## src/verilog/icp_regs.svh

```systemverilog
// Purpose: constants for the serial programming port
// Assumes: 50 MHz system clock
// Notes: field positions of the 32-bit command and response word
`ifndef ICP_REGS_SVH
`define ICP_REGS_SVH
`define ICP_WORD_W 32
`define ICP_BIT_DATA_SEL 29
`define ICP_BIT_CODE_SEL 28
`define ICP_BIT_READ 24
`define ICP_ADDR_HI 17
`define ICP_ADDR_LO 8
`define ICP_DATA_HI 7
`define ICP_DATA_LO 0
`define ICP_ADDR_W 10
`define ICP_DATA_W 8
`define ICP_BITCNT_W 6
`define ICP_BITCNT_LAST 6'h20
`define ICP_PULSES_TO_RUN 2'h2
`endif

```

## src/verilog/icp_pkg.sv

```systemverilog
// Purpose: types for the serial programming port
// Assumes: nothing beyond the constants header
// Notes: states are gray coded from IDLE through WAIT; the WAIT to SHIFT return is not
`default_nettype none
package icp_pkg;
    typedef enum logic [2:0] {
        ICP_IDLE  = 3'h0,
        ICP_SHIFT = 3'h1,
        ICP_ARM   = 3'h3,
        ICP_EXEC  = 3'h2,
        ICP_WAIT  = 3'h6
    } icp_state_type;

    // memory access request toward the device memories
    typedef struct packed {
        logic data_sel;
        logic code_sel;
        logic write;
        logic [9:0] addr;
        logic [7:0] wdata;
    } icp_req_type;
endpackage
`default_nettype wire

```

## src/verilog/icp_port.sv

```systemverilog
// Purpose: device side of the four-wire serial programming port
// Assumes: all pins asynchronous to clock; memory answers with mem_done
// Notes: pin edges are found by sampling; link clock runs far slower
`include "icp_regs.svh"
`default_nettype none
module icp_port (
    input wire logic clock,
    input wire logic rst,
    input wire logic prog_mode,
    input wire logic pin_load_line,
    input wire logic pin_serial_input,
    input wire logic pin_shift_clock,
    output logic pin_serial_output,
    output logic mem_req,
    output icp_pkg::icp_req_type mem_cmd,
    input wire logic mem_done,
    input wire logic [`ICP_DATA_W-1:0] mem_rdata,
    output logic ready_flag
);
    ////////////////////////////////////////////////////////////////////
    logic [1:0] load_s_q, sin_s_q, sck_s_q, mode_s_q;
    logic sck_prev_q;
    logic sck_rise;
    logic [`ICP_WORD_W-1:0] word_q;
    logic [`ICP_BITCNT_W-1:0] bits_q;
    logic [1:0] pulses_q;
    icp_pkg::icp_state_type state_q;

    // two flops on every pin before any logic reads it
    always_ff @(posedge clock or posedge rst) begin
        if (rst) begin
            load_s_q <= 2'h0;
            sin_s_q <= 2'h0;
            sck_s_q <= 2'h0;
            mode_s_q <= 2'h0;
        end else begin
            load_s_q <= {load_s_q[0], pin_load_line};
            sin_s_q <= {sin_s_q[0], pin_serial_input};
            sck_s_q <= {sck_s_q[0], pin_shift_clock};
            mode_s_q <= {mode_s_q[0], prog_mode};
        end
    end

    always_ff @(posedge clock or posedge rst) begin
        if (rst) begin
            sck_prev_q <= 1'b0;
        end else begin
            sck_prev_q <= sck_s_q[1];
        end
    end

    assign sck_rise = sck_s_q[1] & ~sck_prev_q;

    ////////////////////////////////////////////////////////////////////
    // protocol sequencer; rst models power loss, so mode is left there
    always_ff @(posedge clock or posedge rst) begin
        if (rst) begin
            state_q <= icp_pkg::ICP_IDLE;
            word_q <= '0;
            bits_q <= '0;
            pulses_q <= 2'h0;
            pin_serial_output <= 1'b1;
            mem_req <= 1'b0;
            mem_cmd <= '0;
            ready_flag <= 1'b0;
        end else if (!mode_s_q[1]) begin
            state_q <= icp_pkg::ICP_IDLE;
            pin_serial_output <= 1'b1;
            mem_req <= 1'b0;
        end else begin
            case (state_q)
                icp_pkg::ICP_IDLE: begin
                    // held word is zero after reset, or keeps the last word after a mode exit
                    bits_q <= '0;
                    if (load_s_q[1]) begin
                        state_q <= icp_pkg::ICP_SHIFT;
                        pin_serial_output <= word_q[`ICP_WORD_W-1];
                    end
                end
                icp_pkg::ICP_SHIFT: begin
                    if (!load_s_q[1]) begin
                        state_q <= icp_pkg::ICP_ARM;
                        pulses_q <= 2'h0;
                    end else if (sck_rise) begin
                        // msb first in, previous response out alongside
                        word_q <= {word_q[`ICP_WORD_W-2:0],
                                   sin_s_q[1]};
                        pin_serial_output <=
                            word_q[`ICP_WORD_W-2];
                        if (bits_q != `ICP_BITCNT_LAST) begin
                            bits_q <= bits_q + 6'h1;
                        end
                    end
                end
                icp_pkg::ICP_ARM: begin
                    if (sck_rise) begin
                        pin_serial_output <= 1'b0;
                        ready_flag <= 1'b0;
                        if (pulses_q + 2'h1 == `ICP_PULSES_TO_RUN) begin
                            state_q <= icp_pkg::ICP_EXEC;
                            mem_req <= 1'b1;
                            mem_cmd.data_sel <=
                                word_q[`ICP_BIT_DATA_SEL];
                            mem_cmd.code_sel <=
                                word_q[`ICP_BIT_CODE_SEL];
                            mem_cmd.write <=
                                ~word_q[`ICP_BIT_READ];
                            // same addresses as the processor uses
                            mem_cmd.addr <=
                                word_q[`ICP_ADDR_HI:`ICP_ADDR_LO];
                            mem_cmd.wdata <=
                                word_q[`ICP_DATA_HI:`ICP_DATA_LO];
                        end
                        pulses_q <= pulses_q + 2'h1;
                    end
                end
                icp_pkg::ICP_EXEC: begin
                    // extra clock pulses while busy are ignored
                    if (mem_done) begin
                        mem_req <= 1'b0;
                        state_q <= icp_pkg::ICP_WAIT;
                        if (!mem_cmd.write) begin
                            word_q[`ICP_DATA_HI:`ICP_DATA_LO] <=
                                mem_rdata;
                        end
                        // address bits stay in place as the echo
                        word_q[`ICP_ADDR_HI:`ICP_ADDR_LO] <=
                            mem_cmd.addr;
                    end
                end
                icp_pkg::ICP_WAIT: begin
                    ready_flag <= 1'b1;
                    pin_serial_output <= 1'b1;
                    if (load_s_q[1]) begin
                        state_q <= icp_pkg::ICP_SHIFT;
                        bits_q <= '0;
                        pin_serial_output <= word_q[`ICP_WORD_W-1];
                    end
                end
                default: state_q <= icp_pkg::ICP_IDLE;
            endcase
        end
    end

    ////////////////////////////////////////////////////////////////////
    busy_by_second_a: assert property (@(posedge clock)
        disable iff (rst)
        (state_q == icp_pkg::ICP_EXEC) |-> !pin_serial_output)
        else $error("serial out not low while executing");

    exec_needs_low_a: assert property (@(posedge clock)
        disable iff (rst)
        $rose(mem_req) |-> !$past(load_s_q[1]))
        else $error("execute started with load high");

    read_dir_a: assert property (@(posedge clock)
        disable iff (rst)
        $rose(mem_req) |-> mem_cmd.write == !word_q[`ICP_BIT_READ])
        else $error("direction bit decoded wrongly");

    addr_echo_a: assert property (@(posedge clock)
        disable iff (rst)
        $rose(mem_req) |->
            mem_cmd.addr == word_q[`ICP_ADDR_HI:`ICP_ADDR_LO])
        else $error("address not taken from command");

    // a short word is not refused, so the count is only watched here
    word_full_a: assert property (@(posedge clock)
        disable iff (rst)
        $rose(mem_req) |-> bits_q == `ICP_BITCNT_LAST)
        else $error("command launched before a full word");

    ready_clear_a: assert property (@(posedge clock)
        disable iff (rst)
        $rose(mem_req) |-> !ready_flag)
        else $error("ready flag still set while executing");

    done_release_a: assert property (@(posedge clock)
        disable iff (rst)
        (state_q == icp_pkg::ICP_WAIT) && !load_s_q[1] && mode_s_q[1]
            |=> pin_serial_output && ready_flag)
        else $error("handshake not released after completion");

    read_data_a: assert property (@(posedge clock)
        disable iff (rst)
        mem_req && mem_done && !mem_cmd.write && mode_s_q[1] |=>
            word_q[`ICP_DATA_HI:`ICP_DATA_LO] == $past(mem_rdata))
        else $error("read byte not captured");

    shift_msb_a: assert property (@(posedge clock)
        disable iff (rst)
        (state_q == icp_pkg::ICP_SHIFT) && load_s_q[1] && sck_rise
            && mode_s_q[1] |=> word_q[0] == $past(sin_s_q[1]))
        else $error("serial input not shifted in");

    mode_exit_a: assert property (@(posedge clock)
        disable iff (rst)
        !mode_s_q[1] |=> state_q == icp_pkg::ICP_IDLE && !mem_req)
        else $error("programming mode not left");
endmodule
`default_nettype wire

```

## config.mk

```make
export PLATFORM = sky130hd
export DESIGN_NAME = icp_port
export DESIGN_NICKNAME = d
export VERILOG_FILES = /design/src/verilog/icp_pkg.sv /design/src/verilog/icp_port.sv
export VERILOG_INCLUDE_DIRS = /design/src /design/src/verilog
export SDC_FILE = /design/constraint.sdc
export NUM_CORES = 1
export LEC_CHECK = 0
export BUFFER_PORTS_ARGS = -buffer_cell sky130_fd_sc_hd__buf_2
export CORE_ASPECT_RATIO = 1.25
export CORE_MARGIN = 2
export CORE_UTILIZATION = 51
export DETAILED_ROUTE_END_ITERATION = 8
export GPL_TIMING_DRIVEN = 0
export PLACE_DENSITY = 0.75
export SYNTH_ARGS = -nofsm -noshare
export SYNTH_HDL_FRONTEND = slang
export SYNTH_SLANG_ARGS = --single-unit
```

## constraint.sdc

```tcl
create_clock -name clock -period 2.3 [get_ports clock]
set_input_delay 0.46 -clock clock [delete_from_list [all_inputs] [get_ports clock]]
set_output_delay 0.46 -clock clock [all_outputs]
set_load 0.02 [all_outputs]
```

-- Word level (Yosys, flattened, before mapping)
Index checks and enable logic that the tools add are counted.
- flip-flop bits (word level): 70
- input port bits: 15
- output and inout bits: 24
- logic and storage cells: 85
- add/sub/neg operators: 1
- eq/ne operators: 21
- multiplexer cells: 28
- bitwise operators: 3
- reductions and logical operators: 14
- operators with widths (cell ; count):
    2-to-1 mux 18 bit ; 3
    case mux 18 bit (2 select lines) ; 1
    != test 3 bit (second input constant) ; 8
    2-to-1 mux 3 bit ; 6
    AND reduction 4 bit ; 4
    AND reduction 5 bit ; 3
    != test 2 bit (second input constant) ; 6
    case mux 3 bit (4 select lines) ; 1
    2-to-1 mux 1 bit ; 10
    2-to-1 mux 8 bit ; 1
    equality test 3 x 2 -> 1 bit (second input constant) ; 2
    AND reduction 6 bit ; 1
    nonzero test 2 bit ; 3
    != test 5 x 1 -> 1 bit (second input constant) ; 1
    2-to-1 mux 2 bit ; 2
    case mux 1 bit (2 select lines) ; 2
    case mux 1 bit (4 select lines) ; 1
    case mux 2 bit (2 select lines) ; 1
    equality test 3 x 1 -> 1 bit (second input constant) ; 1
    equality test 3 bit (second input constant) ; 1
    zero test 3 bit ; 1
    != test 3 x 1 -> 1 bit (second input constant) ; 1
    AND reduction 3 bit ; 1
    adder 2 x 1 -> 2 bit (second input constant) ; 1
    other kinds (4) ; 5

-- Depth between registers and ports, before layout
- depth after elaboration: 6
- gate-level depth with buffers: 6
- gate-level depth less buffers: 6

-- Worst setup path after synthesis
OpenSTA, ideal clock, no wires.
- kind: flip-flop to flip-flop
- start point: register state_q[2]
- end point: register word_q[2]
- setup time: 0.126 ns
- arrival: 1.323 ns
- required time: 2.174 ns
- setup slack: 0.851 ns
- stages on the path, launching flop included: 6
- path buffers: 1
- clock period less this slack: 1.449 ns
- path through: dfrtp_1 or3b_1 buf_2 or3_1 o21ai_0 a2bb2oi_1
- word-level cells in the longest chain between the ends: 3
- elaborated cells on any way between the ends: 9
- those cells by class: eq/ne (6); mux (1); reduce/logical (2)
- RTL lines (element ; line ; text):
    start: declaration ; icp_port.sv:27 ; icp_pkg::icp_state_type state_q;
    start signal: assignment ; icp_port.sv:58 ; state_q <= icp_pkg::ICP_IDLE;
    start signal: assignment ; icp_port.sv:67 ; state_q <= icp_pkg::ICP_IDLE;
    start signal: assignment ; icp_port.sv:76 ; state_q <= icp_pkg::ICP_SHIFT;
    equality test 3 x 1 -> 1 bit or equality test 3 x 2 -> 1 bit (tied branches) ; icp_port.sv:71 ; case (state_q)
    != test 2 bit (no line) or nonzero test 2 bit (tied branches) ; - ;
    AND reduction 6 bit (no line) ; - ;
    end signal: assignment ; icp_port.sv:86 ; word_q <= {word_q[`ICP_WORD_W-2:0],
    end signal: indexed assignment ; icp_port.sv:123 ; word_q[`ICP_DATA_HI:`ICP_DATA_LO] <=
    end signal: indexed assignment ; icp_port.sv:127 ; word_q[`ICP_ADDR_HI:`ICP_ADDR_LO] <=
    end: declaration ; icp_port.sv:24 ; logic [`ICP_WORD_W-1:0] word_q;
Several ways; a longest one is shown, not always the timed one.
A chain may end at the register's enable or synchronous reset.

-- Final worst setup path
- start point: register state_q[0]
- end point: register word_q[1]
Same word-level chain as after synthesis.

==> results.tsv <==
stage	metric	value	unit
job	cap_violations	0	
worst_setup_path	crit_type	reg2reg	
detailed_routing	first_iter_violations	84	
synth	synth_top_area_cell	dfrtp_1	
detailed_routing	drt_wl_total	5.60	mm
outcome	outcome	finished, final reports clean	
detailed_routing	wire_per_inst	15.4	um
cts	cts.clk_slew.worst_paths	0.07	ns
synth	synth_top_family_by_area	multiplexers	
final_layout	area_delta_synth_final	15.2	%
worst_setup_path	required	2.55	ns
synth	synth_top_area_share	0.583	
worst_setup_path	endpoint_kind	flip-flop	
worst_setup_path	arrival	1.91	ns
cts	cts.path.max_buffers	2	
synth	syn_avg_cell_area	12.1	um2
sta	setup_slack	0.633	ns
cts	cts_made_buffers	9	
die	row_count	31	
global_route	grt_pass1_vias	2006	
final_layout	finish.utilization	0.598	
power_and_ir_drop	ir_drop	0.636	mV
worst_setup_path	slowest_delay	0.44	ns
die	initial_utilization	0.519	
sta	timing.fmax	600	MHz
synth	synthesis.instances	244	
sta	period_share	0.725	
sta	finalCriticalPeriod	1.67	ns
sta	slew-limit-headroom	0.443	
hold_path	hp-class	in2reg	
detailed_routing	ant_nets	0	
synth	yosys_warnings	0	
detailed_routing	vias	2011	
synth	synthXorXnorAreaFrac	0	
cts	cts_tree	yes	
synth	synth_edf_count	0	
synth	yosys-top-cells-count	69 x dfrtp_1, 28 x mux2_1, 25 x nand2_1	
global_route	grt_max_degree	71	
placed_design	placed_area	3240	um2
worst_setup_path	cp_slowest_cell	dfrtp_1	
detailed_routing	route.met3.wl	249	um
sta	clock_skew	0.00904	ns
synth	synth_ff_type	dfrtp_1	
cts	cts_hold_buf	0	
synth	yosysSeqAreaShare	0.592	
detailed_routing	drt_first_pass_iters	4	
power_and_ir_drop	p_leak	1.73	nW
cts	cts_max_level	3	
die	dieArea	6440	um2
synth	synthArstFlopShare	1.00	
synth	yosysMostFrequentCell	dfrtp_1	
final_layout	num-fill-cells	476	
synth	netlist_top_cells_area	dfrtp_1 58%, mux2_1 11%, nand2_1 3.2%	
die	design.core.area	5700	um2
final_layout	antennaDiodeCount	0	
placed_design	port-buffer-count	38	
detailed_routing	highest_layer	met4	
sta	worstMarginPinSlew	0.836	ns
placed_design	dpl.hpwl	3.82	mm
placed_design	dpl_worst_slack	0.661	ns
die	io_pins	39	
die	die_h	89.2	um
cts	post_cts_buffers	0	
die	chipWidth	72.2	um
final_layout	final_area	3410	um2
sta	hold_viol_final	0	
sta	slew_violations	0	
synth	synth.net_count	260	
detailed_routing	drc	0	
cts	clk_latency	0.34	ns
placed_design	place_congestion	0.853	
worst_setup_path	cp_max_fo	8	
detailed_routing	via_per_inst	5.54	
detailed_routing	route.met2.wl	2.78	mm
synth	synthMuxAreaShare	0.136	
power_and_ir_drop	powerDensity	878	nW/um2
synth	yosysUniqueCellTypes	43	
sta	rsz0062_at_grt	false	
synth	synth-simple-area-share	0.123	
global_route	track_usage	0.200	
synth	synth_compound_area_frac	0.107	
global_route	grt_first_pass_wirelength	9.54	mm
final_layout	drive_above_1_share	0.259	
final_layout	final_net_count	309	
worst_setup_path	startpoint_type	flip-flop	
synth	synth_area	2960	um2
sta	hold_ws	0.220	ns
global_route	globalRouteOverflowTotal	0	
cts	cts.sinks	70	
sta	setup_viol	0	
cts	cts_resized	0	
worst_setup_path	cp_cell_sequence	nor3b_1 > a32o_1 > a21boi_2 > a2bb2oi_1	
synth	synth-adder-area-share	0.00422	
synth	ys_ff_latch	70	
global_route	antenna_found_initial	0	
detailed_routing	wl_met1	2.49	mm
sta	tns	0	ns
cts	root_buffer	clkbuf_8	
stage by stage:
step	total power, mW	std cells
finish	3.00	363
global route	3.17	363
CTS	3.03	363
detailed placement	2.14	348
global placement	2.11	348
floorplan	1.97	244
flip-flops by register name, indices dropped and copies added, names as in the netlist:
signal and flops:
load_s_q 2, mem_cmd 21, mem_req 1, mode_s_q 2, pin_serial_output 1, pulses_q 2
ready_flag 1, sck_prev_q 1, sck_s_q 2, sin_s_q 2, state_q 3, word_q 32
metal layers:
layer / track usage / vias up
met1: 0.247 / 998
met4: 0.0875 / 0
met2: 0.330 / 47
li1: - / 956
met5: 0 / -
met3: 0.0564 / 10
final cells by class:
type                            count  area (um2)  share of cell area
Sequential cell                    70        1750               0.514
Clock buffer                       11         151              0.0444
Timing Repair Buffer               38         190              0.0558
Multi-Input combinational cell    154        1100               0.322
Buffer                             15        91.3              0.0268
Clock inverter                      4        22.5             0.00660
Tap cell                           66        82.6              0.0242
Inverter                            5        21.3             0.00624
report_power, final:
group,switching [mW],internal [mW]
Combinational,0.271,0.237
Clock,0.439,0.438
Sequential,0.163,1.45
Total,0.873,2.12
path summary, 6_finish.rpt:
path                       startpoint           to  slack (ns)  cells after the start
min in group asynchronous         rst  mem_cmd[20]        0.28                      2
hold reg to reg            sin_s_q[0]   sin_s_q[1]        0.35                      0
setup reg to reg           state_q[0]    word_q[1]        0.63                      4
max in group asynchronous         rst   mem_cmd[7]        1.46                      2
hold / removal              prog_mode  mode_s_q[0]        0.22                      1
setup / recovery           state_q[0]    word_q[1]        0.63                      4
critical path: cells and delay by family (launching register included):
kind | cells | cell delay, ns
AOI/OAI and AO/OA | 3 | 0.84
DFF | 1 | 0.44
and+or+nand+nor | 1 | 0.29
cell families after synthesis:
kind of cell | count (synthesis)
flip-flops | 70
AND/OR/NAND/NOR | 69
AO/OA/AOI/OAI | 48
multiplexers | 36
buffers and inverters | 20
adder cells (fa/ha/maj) | 1
layout by cell type (no fill, tap or decap), types with 2 or more instances in the layout:
cell type,instances
nand2b_1,3
buf_6,2
nor2_1,15
clkbuf_1,2
inv_1,4
a2bb2oi_1,7
nor3b_1,2
or3_1,7
mux2_1,28
and3_1,2
o21a_1,3
buf_2,45
dfrtp_1,69
clkinv_2,3
nand2_1,25
o21ai_0,10
a21oi_1,6
and2b_1,2
nand3_1,3
o21ai_1,3
nor2b_1,2
a31oi_1,11
clkbuf_8,11
buf_4,3
mux2_2,7
Power figures use the tool's default switching activity.
